$ cat config.mk
export PLATFORM = sky130hd
export DESIGN_NAME = rri_exec
export DESIGN_NICKNAME = d
export VERILOG_FILES = /design/src/hw/rri_pkg.sv /design/src/hw/rri_exec.sv
export SDC_FILE = /design/constraint.sdc
export NUM_CORES = 1
export LEC_CHECK = 0
export BUFFER_PORTS_ARGS = -buffer_cell sky130_fd_sc_hd__buf_2
export CAP_MARGIN = 20
export CORE_MARGIN = 4
export CORE_UTILIZATION = 40
export DETAILED_ROUTE_END_ITERATION = 8
export PLACE_DENSITY_LB_ADDON = 0.05
export REMOVE_ABC_BUFFERS = 1
export SYNTH_ARGS = -nofsm -noshare
export SYNTH_HDL_FRONTEND = slang
export SYNTH_SLANG_ARGS = --single-unit
export TNS_END_PERCENT = 1
$ cat constraint.sdc
create_clock -name clk -period 5.8 [get_ports clk]
set_input_delay 1.16 -clock clk [delete_from_list [all_inputs] [get_ports clk]]
set_output_delay 1.16 -clock clk [all_outputs]
set_load 0.01 [all_outputs]
$ cat src/hw/rri_pkg.sv
// package for the return and rotate instruction execution block
package rri_pkg;
  localparam int PC_W = 15;
  localparam int SP_W = 4;
  localparam int DEPTH = 16;
  localparam int GIE_BIT = 7;
  localparam int RET_CYCLES = 2;
  localparam logic [7:0] W_RST = 8'h00;
  localparam logic [7:0] INTERRUPT_CONTROL_REG_RST = 8'h00;
  localparam logic [PC_W-1:0] PC_RST = 15'h0000;
  localparam logic [SP_W-1:0] SP_RST = 4'hF;

  typedef enum logic [2:0] {
    RRI_NOP, RRI_SWRESET, RRI_RETFI, RRI_RETSUB, RRI_RETLIT, RRI_ROTL
  } rri_op_e;

  typedef struct packed {
    rri_op_e op;
    logic [7:0] lit;
    logic [7:0] fval;
    logic [6:0] faddr;
    logic dest;
  } rri_instr_s;

  typedef struct packed {
    logic we;
    logic [6:0] addr;
    logic [7:0] data;
  } rri_fwr_s;
endpackage : rri_pkg

$ cat src/hw/rri_exec.sv
// execution unit for reset, return and rotate-left instructions
`timescale 1ns/1ps
module rri_exec (
  input wire logic clk,
  input wire logic arst_n,
  input wire logic instr_valid,
  input wire rri_pkg::rri_instr_s instr,
  input wire logic push,
  input wire logic [rri_pkg::PC_W-1:0] push_addr,
  output logic busy,
  output logic [rri_pkg::PC_W-1:0] pc,
  output logic [7:0] w_reg,
  output logic carry,
  output logic [7:0] interrupt_control_reg,
  output logic reset_instruction_flag_n,
  output rri_pkg::rri_fwr_s fwr,
  output logic soft_reset_n
);
  import rri_pkg::*;

  // ****************************************
  // state and storage
  // ****************************************
  typedef enum logic {RRI_IDLE, RRI_SECOND} rri_state_e;
  rri_state_e st_r;
  logic [PC_W-1:0] stack_r [DEPTH];
  logic [SP_W-1:0] sp_r;
  logic [PC_W-1:0] pc_r;
  logic [7:0] w_r;
  logic c_r;
  logic [7:0] interrupt_control_reg_r;
  logic ri_n_r;
  logic srst_r;
  logic busy_r;
  logic srst_n_r;
  rri_fwr_s fwr_r;

  // ****************************************
  // decode
  // ****************************************
  wire logic take = instr_valid && st_r == RRI_IDLE && !srst_r;
  wire logic is_ret = take && (instr.op == RRI_RETFI || instr.op == RRI_RETSUB ||
                               instr.op == RRI_RETLIT);
  wire logic is_rot = take && instr.op == RRI_ROTL;
  wire logic is_rst = take && instr.op == RRI_SWRESET;
  wire logic [7:0] rot_val = {instr.fval[6:0], c_r};
  wire logic [PC_W-1:0] top_of_stack = stack_r[sp_r];
  wire logic [SP_W-1:0] sp_pop = sp_r - 4'h1;
  wire logic [SP_W-1:0] sp_push = sp_r + 4'h1;
  // soft reset is held for one cycle and applied as a synchronous branch; core_rst_n is the external reset only
  wire logic core_rst_n = arst_n;

  // ****************************************
  // sequencing
  // ****************************************
  always_ff @(posedge clk or negedge arst_n) begin
    if (!arst_n) begin
      st_r <= RRI_IDLE;
      sp_r <= SP_RST;
      pc_r <= PC_RST;
      w_r <= W_RST;
      c_r <= 1'b0;
      interrupt_control_reg_r <= INTERRUPT_CONTROL_REG_RST;
      srst_r <= 1'b0;
      busy_r <= 1'b0;
      srst_n_r <= 1'b1;
      fwr_r <= '0;
    end else if (srst_r) begin
      // one cycle of synchronous full reset of the core state
      st_r <= RRI_IDLE;
      sp_r <= SP_RST;
      pc_r <= PC_RST;
      w_r <= W_RST;
      c_r <= 1'b0;
      interrupt_control_reg_r <= INTERRUPT_CONTROL_REG_RST;
      srst_r <= 1'b0;
      busy_r <= 1'b0;
      srst_n_r <= 1'b1;
      fwr_r <= '0;
    end else begin
      fwr_r.we <= 1'b0;
      srst_r <= is_rst;
      srst_n_r <= !is_rst;
      busy_r <= is_ret;
      if (st_r == RRI_SECOND) begin
        st_r <= RRI_IDLE;
      end
      if (is_ret) begin
        st_r <= RRI_SECOND;
        pc_r <= top_of_stack;
        sp_r <= sp_pop;
        if (instr.op == RRI_RETFI) begin
          interrupt_control_reg_r[GIE_BIT] <= 1'b1;
        end
        if (instr.op == RRI_RETLIT) begin
          w_r <= instr.lit;
        end
      end else if (push) begin
        sp_r <= sp_push;
      end
      if (is_rot) begin
        c_r <= instr.fval[7];
        if (instr.dest) begin
          fwr_r <= '{we: 1'b1, addr: instr.faddr, data: rot_val};
        end else begin
          w_r <= rot_val;
        end
      end
    end
  end

  always_ff @(posedge clk) begin
    if (push && !is_ret && !srst_r) begin
      stack_r[sp_push] <= push_addr;
    end
  end

  // flag survives the reset it causes; only an external reset sets it back
  always_ff @(posedge clk or negedge core_rst_n) begin
    if (!core_rst_n) begin
      ri_n_r <= 1'b1;
    end else if (is_rst) begin
      ri_n_r <= 1'b0;
    end
  end

  assign busy = busy_r;
  assign pc = pc_r;
  assign w_reg = w_r;
  assign carry = c_r;
  assign interrupt_control_reg = interrupt_control_reg_r;
  assign reset_instruction_flag_n = ri_n_r;
  assign fwr = fwr_r;
  assign soft_reset_n = srst_n_r;

  // ****************************************
  // checks
  // ****************************************
  property p_rst_follow;
    @(posedge clk) disable iff (!arst_n) is_rst |=> soft_reset_n == 1'b0 ##1 pc == PC_RST;
  endproperty
  a_rst_follow: assert property (p_rst_follow) else $error("soft reset not applied");
  property p_ret_two;
    @(posedge clk) disable iff (!arst_n) (is_ret && !srst_r) |=> busy ##1 !busy;
  endproperty
  a_ret_two: assert property (p_ret_two) else $error("return not two cycles");
  property p_gie;
    @(posedge clk) disable iff (!arst_n)
      (is_ret && !srst_r && instr.op == RRI_RETFI) |=> interrupt_control_reg[GIE_BIT];
  endproperty
  a_gie: assert property (p_gie) else $error("interrupt enable not set");
  property p_ret_pc;
    @(posedge clk) disable iff (!arst_n)
      (is_ret && !srst_r && instr.op == RRI_RETSUB) |=> pc == $past(top_of_stack) && $stable(carry);
  endproperty
  a_ret_pc: assert property (p_ret_pc) else $error("return target wrong");
  property p_lit;
    @(posedge clk) disable iff (!arst_n)
      (is_ret && !srst_r && instr.op == RRI_RETLIT) |=> w_reg == $past(instr.lit);
  endproperty
  a_lit: assert property (p_lit) else $error("literal not in working register");
  property p_lit_pc;
    @(posedge clk) disable iff (!arst_n)
      (is_ret && !srst_r && instr.op == RRI_RETLIT) |=> pc == $past(top_of_stack) ##1 !busy;
  endproperty
  a_lit_pc: assert property (p_lit_pc) else $error("literal return pc wrong");
  property p_rot;
    @(posedge clk) disable iff (!arst_n)
      (is_rot && !srst_r) |=> carry == $past(instr.fval[7]);
  endproperty
  a_rot: assert property (p_rot) else $error("carry not from msb");
  property p_dest;
    @(posedge clk) disable iff (!arst_n)
      (is_rot && !srst_r && instr.dest) |=> fwr.we && fwr.data == $past(rot_val);
  endproperty
  a_dest: assert property (p_dest) else $error("rotate result not written back");
  property p_pop;
    @(posedge clk) disable iff (!arst_n) (is_ret && !srst_r) |=> sp_r == $past(sp_r) - 4'h1;
  endproperty
  a_pop: assert property (p_pop) else $error("stack pointer not popped");
  c_retfi: cover property (@(posedge clk) is_ret && instr.op == RRI_RETFI);
  c_rot_w: cover property (@(posedge clk) is_rot && !instr.dest);
  c_reset: cover property (@(posedge clk) is_rst);
  c_retlit: cover property (@(posedge clk) is_ret && instr.op == RRI_RETLIT);
  c_rot_f: cover property (@(posedge clk) is_rot && instr.dest);
  property p_rot_w;
    @(posedge clk) disable iff (!arst_n)
      (is_rot && !instr.dest) |=> w_reg == $past(rot_val) && !fwr.we;
  endproperty
  a_rot_w: assert property (p_rot_w) else $error("rotate to w wrong");
  property p_ret_carry;
    @(posedge clk) disable iff (!arst_n)
      is_ret |=> $stable(carry);
  endproperty
  a_ret_carry: assert property (p_ret_carry) else $error("return touched carry");
  property p_gie_keep;
    @(posedge clk) disable iff (!arst_n)
      (!srst_r && !(is_ret && instr.op == RRI_RETFI)) |=> $stable(interrupt_control_reg);
  endproperty
  a_gie_keep: assert property (p_gie_keep) else $error("interrupt control changed");
  property p_srst_once;
    @(posedge clk) disable iff (!arst_n)
      !soft_reset_n |=> soft_reset_n;
  endproperty
  a_srst_once: assert property (p_srst_once) else $error("soft reset too long");
  property p_flag;
    @(posedge clk) disable iff (!arst_n)
      !reset_instruction_flag_n |=> !reset_instruction_flag_n;
  endproperty
  a_flag: assert property (p_flag) else $error("reset flag lost");
  property p_no_fwr;
    @(posedge clk) disable iff (!arst_n)
      !(is_rot && instr.dest) |=> !fwr.we;
  endproperty
  a_no_fwr: assert property (p_no_fwr) else $error("stray file write");
  property p_push;
    @(posedge clk) disable iff (!arst_n)
      (push && !is_ret && !srst_r) |=> sp_r == $past(sp_r) + 4'h1;
  endproperty
  a_push: assert property (p_push) else $error("stack pointer not pushed");
  property p_nop;
    @(posedge clk) disable iff (!arst_n)
      (take && instr.op == RRI_NOP) |=> $stable(pc) && $stable(w_reg) && $stable(carry);
  endproperty
  a_nop: assert property (p_nop) else $error("idle opcode changed state");
endmodule : rri_exec

After elaboration in Yosys (flattened, before gate mapping). Memory sizes are Yosys's and may differ from the RTL's. Index checks and enable logic that the tools add are counted.

Add/sub/neg operators: 2. Eq/ne operators: 5. Mux-type cells: 25. Bitwise logic cells: 1. Reductions and logical operators: 19.

Operators by type and width (count): 2-to-1 mux 16 bit (3); 2-to-1 mux 8 bit (5); 2-to-1 mux 15 bit (2); 2-to-1 mux 1 bit (12); 2-to-1 mux 4 bit (3); nonzero test 2 bit (4); logical AND 1 bit (7); == test 3 x 2 -> 1 bit (second input constant) (2); == test 3 bit (second input constant) (2); adder 4 x 1 -> 4 bit (second input constant) (1); AND reduction 2 bit (2); subtractor 4 x 1 -> 4 bit (second input constant) (1); == test 3 x 1 -> 1 bit (second input constant) (1); zero test 1 bit (3); nonzero test 3 bit (1); logical OR 1 bit (2); NOT 1 bit (1).

Register bits: 50. Bits in writable memories: 240. Output and inout port bits: 51. Word-level logic and storage cells: 66. Memories: 1.

Memories: stack_r (words 16, bits a word 15, read ports 1, clocked after Yosys merged registers in 0, wr ports 1, line rri_exec.sv:26) `logic [PC_W-1:0] stack_r [DEPTH];`.

Depth between registers and ports, before layout.
Depth in word-level cells: 9. Depth in mapped cells: 7. Gate-level depth less buffers: 5.

Worst setup path after synthesis. No wires, ideal clock.

Path type: input -> register. Start: input instr[26] (netlist name). End: memory stack_r[4][0], enable pin. Library setup time: 0.432 ns. Data arrival time: 3.506 ns. Required time: 5.368 ns. Setup slack: 1.862 ns. Cell stages on the path: 4. Path buffers: 0. Path through: nor3b_1 -> o21ba_2 -> nor2_1 -> nor4b_1.

Word-level cells in the longest chain between the ends: 9. Elaborated cells between the ends (all ways): 11. Classes of those cells: 3 x eq/ne; 2 x mux; 6 x reduce/logical.

RTL lines: start: declaration (line rri_exec.sv:7) `input wire rri_pkg::rri_instr_s instr,`; == test 3 x 2 -> 1 bit (line rri_exec.sv:42) `wire logic is_ret = take && (instr.op == RRI_RETFI || instr.op == RRI_RETSUB ||`; logical OR 1 bit (line rri_exec.sv:42); logical OR 1 bit * (line rri_exec.sv:42); logical AND 1 bit * (line rri_exec.sv:42); zero test 1 bit * (line rri_exec.sv:113) `if (push && !is_ret && !srst_r) begin`; logical AND 1 bit * (2 in a row) (line rri_exec.sv:113); 2-to-1 mux 1 bit * (line rri_exec.sv:113); 2-to-1 mux 1 bit (implied by the code) * (line rri_exec.sv:114) `stack_r[sp_push] <= push_addr;`; end: declaration (line rri_exec.sv:26).

Mark *: on every way between the ends. The rest lies on a longest branch, timed or not.

Final worst setup path.
Start: register sp_r[0]. End: memory stack_r[7][7], enable pin.

Word-level cells in the longest chain between the ends: 1.

RTL lines: start: declaration (line rri_exec.sv:27) `logic [SP_W-1:0] sp_r;`; start signal: assignment (line rri_exec.sv:91) `sp_r <= sp_pop;`; start signal: assignment (line rri_exec.sv:99) `sp_r <= sp_push;`; adder 4 x 1 -> 4 bit (line rri_exec.sv:49) `wire logic [SP_W-1:0] sp_push = sp_r + 4'h1;`.

No other way between the ends.

==> results.md <==
* Placed cell count at 1056
* Pwr Total at 5.98 mW
* Io pins at 97
* Critical path class: flop to flop
* Max reg flops at 240
* Post-synthesis sequential area ratio at 73.3%
* Finished Layout Cells at 1119
* Largest Register: stack_r
* Peak VDD IR at 0.261 mV
* Hold_ws at 0.475 ns
* Peak fanout along the critical path at 37
* CP Launch Type: flop
* Top post-synthesis cells by area: edfxtp_1 63%, mux4_2 12%, dfrtp_1 9.3%, mux2i_1 2.9%, dfstp_2 1.4%
* First-pass GRT wire length at 40200 um
* RR Startpoint: sp_r[0]
* Area grow syn2layout at 17.4%
* CTS tree: done
* Root Buffer: clkbuf_16
* Power Density at 442 nW/um^2
* Ys flop type: edfxtp_1
* Clock sinks at 289
* DIE HEIGHT at 178 um
* Synth Warn # at 0
* Endpoints failing hold at 0
* Relative slew slack at 39.8%
* Fmax at 313 MHz
* Count of final setup violators at 0
* CP Launch Point: sp_r[0]
* Routed via count at 5903
* Req. time, crit path at 6.06 ns
* Post-Syn Area at 11500 sq um
* DR WL/cell at 24.1 um
* Worst EP arrival at 3.45 ns
* Share of layout cells above drive strength 1 at 34.0%
* Count leader, synth: edfxtp_1
* Residual DRC at 0
* Levels on crit path at 6
* Final HPWL DP at 15800 um
* Pins Over Slew Limit at 0
* CP Cell Sequence: buf_4 > inv_1 > ha_1 > nand3_1 > nor2_1 > buf_4
* Die area at 31600 sq um
* Vias in the first global route at 6246
* CP max stage delay at 1.06 ns
* Fin crit period at 3.19 ns
* Element type at the critical path end: flop
* DRT iter0 DRCs at 464
* Num CTS Buffers at 34
* Post-synth top area cell: edfxtp_1
* RSZ-0062 raised after global routing: no
* Post-Synthesis Cells at 596
* Mean Syn Cell Area at 19.3 sq um
* Max stage delay cell, worst path: dfstp_4
* Area share of the largest cell type after synthesis at 62.6%
* Longest Clk Path Bufs at 3
* Core Area at 28100 sq um
* Post-synth cell types at 44
* Total GRT Usage at 17.3%
* WL final at 27000 um
* # diodes at 0
* Die Width at 178 um
* Worst Hold Launch: pc[5]
* Seq cells post-synth at 289
* Setup WS pre-CTS at 2.20 ns
* Pin count of the biggest net entering global routing at 50
* # resized after CTS at 0
* Clock Latency Late Sink at 0.51 ns
* Initial core utilization at 41.0%
* Cell family with most CP delay: buffers and inverters
* HP Class: flop to flop
* Worst slew pin tran at 0.902 ns
* First drt pass iteration count at 5
* Final #Nets at 766
* Max Cap Viol at 0
* Post-CTS setup buffers at 0
* RePlAce Congestion at 0.778
* Vias per std cell at 5.28
* Post-Place Cell Area at 12400 sq um
* Critical path's most frequent cell: buf_4
* Hold Crit Depth at 1
* Clock slew at reported path FFs at 0.05 ns
* Total grt overflow at 0
* Final core occ at 48.1%
* Status: finished, final reports clean
* Async SR Flop Fraction at 17.0%
* Setup_tns at 0 ns
* Post-synth EDFFs at 240
* H-tree level count at 2
* Buf+Inv Stages, Crit Path at 3
* Initial antenna violation count at 0
* Clk_skew at 0.0157 ns
* Row count at 61
* Commonest cells in the netlist: 240 x edfxtp_1, 60 x mux4_2, 43 x dfrtp_1
* Cts hold-fix bufs at 0
* Reg2Reg Depth at 6
* IO Port Bufs at 89
* P_leak at 5.07 nW
* Design Area, Final at 13500 sq um
* Final period util at 55.0%
* Post-route ant nets at 0
* Final setup margin at 2.61 ns
==> path summary, 6_finish.rpt <==
kind	to	slack, ns
min	pc[5]	0.47
max reg2reg	stack_r[7][7]	2.61
min in group asynchronous	pc[6]	0.79
max in group asynchronous	fwr[11]	4.47
max	stack_r[7][7]	2.61
min reg2reg	pc[5]	0.47
==> worst register-to-register path, stage by stage, from the launching register on <==
cell	delay [ns]
dfstp_4	1.06
buf_4	0.72
inv_1	0.26
ha_1	0.27
nand3_1	0.15
nor2_1	0.23
buf_4	0.26
==> per-layer routing <==
layer / track usage (%) / part of all wire, %
met5: 0 / 0
met4: 4.61 / 2.2
met3: 3.05 / 6.2
met2: 27.5 / 47
met1: 24.8 / 45
==> cell usage in the layout, fill, tap and decap left out, drive strengths merged, types with 3 or more instances in the layout <==
master    n
clkbuf   45
nor2b    19
inv       7
nand2    24
nor2     28
a21oi     4
mux4     60
mux2i    33
buf     114
a21o     14
conb      7
clkinv   15
nand3    14
edfxtp  240
nor3b     3
ha        5
dfstp     6
mux2     15
o22ai    13
a311oi    8
dfrtp    43
==> cell type report <==
type                    count  area [sq um]
multi-input cells         269          2870
inverters                   7          26.3
clock buffers              45           956
well taps                 378           473
repair buffers            114           633
flip-flops and latches    289          8440
fillers                  2414         14600
clock inverters            17           125
==> report_power, final <==
group / switching [mW] / internal (mW)
sequential: 0.174 / 2.52
clock: 0.800 / 1.25
combinational: 0.681 / 0.560
total: 1.65 / 4.32
==> kinds of logic after synthesis <==
| group | Yosys count | synth area share (%) |
|---|---|---|
| AND/OR/NAND/NOR | 99 | 4.37 |
| other | 1 | 0.0326 |
| flip-flops | 289 | 73.3 |
| adder cells (fa/ha/maj) | 5 | 0.543 |
| buffers and inverters | 44 | 2.24 |
| multiplexers | 108 | 16.4 |
| XOR/XNOR | 4 | 0.304 |
| AO/OA/AOI/OAI | 46 | 2.89 |
(Power assumes the default switching activity.)
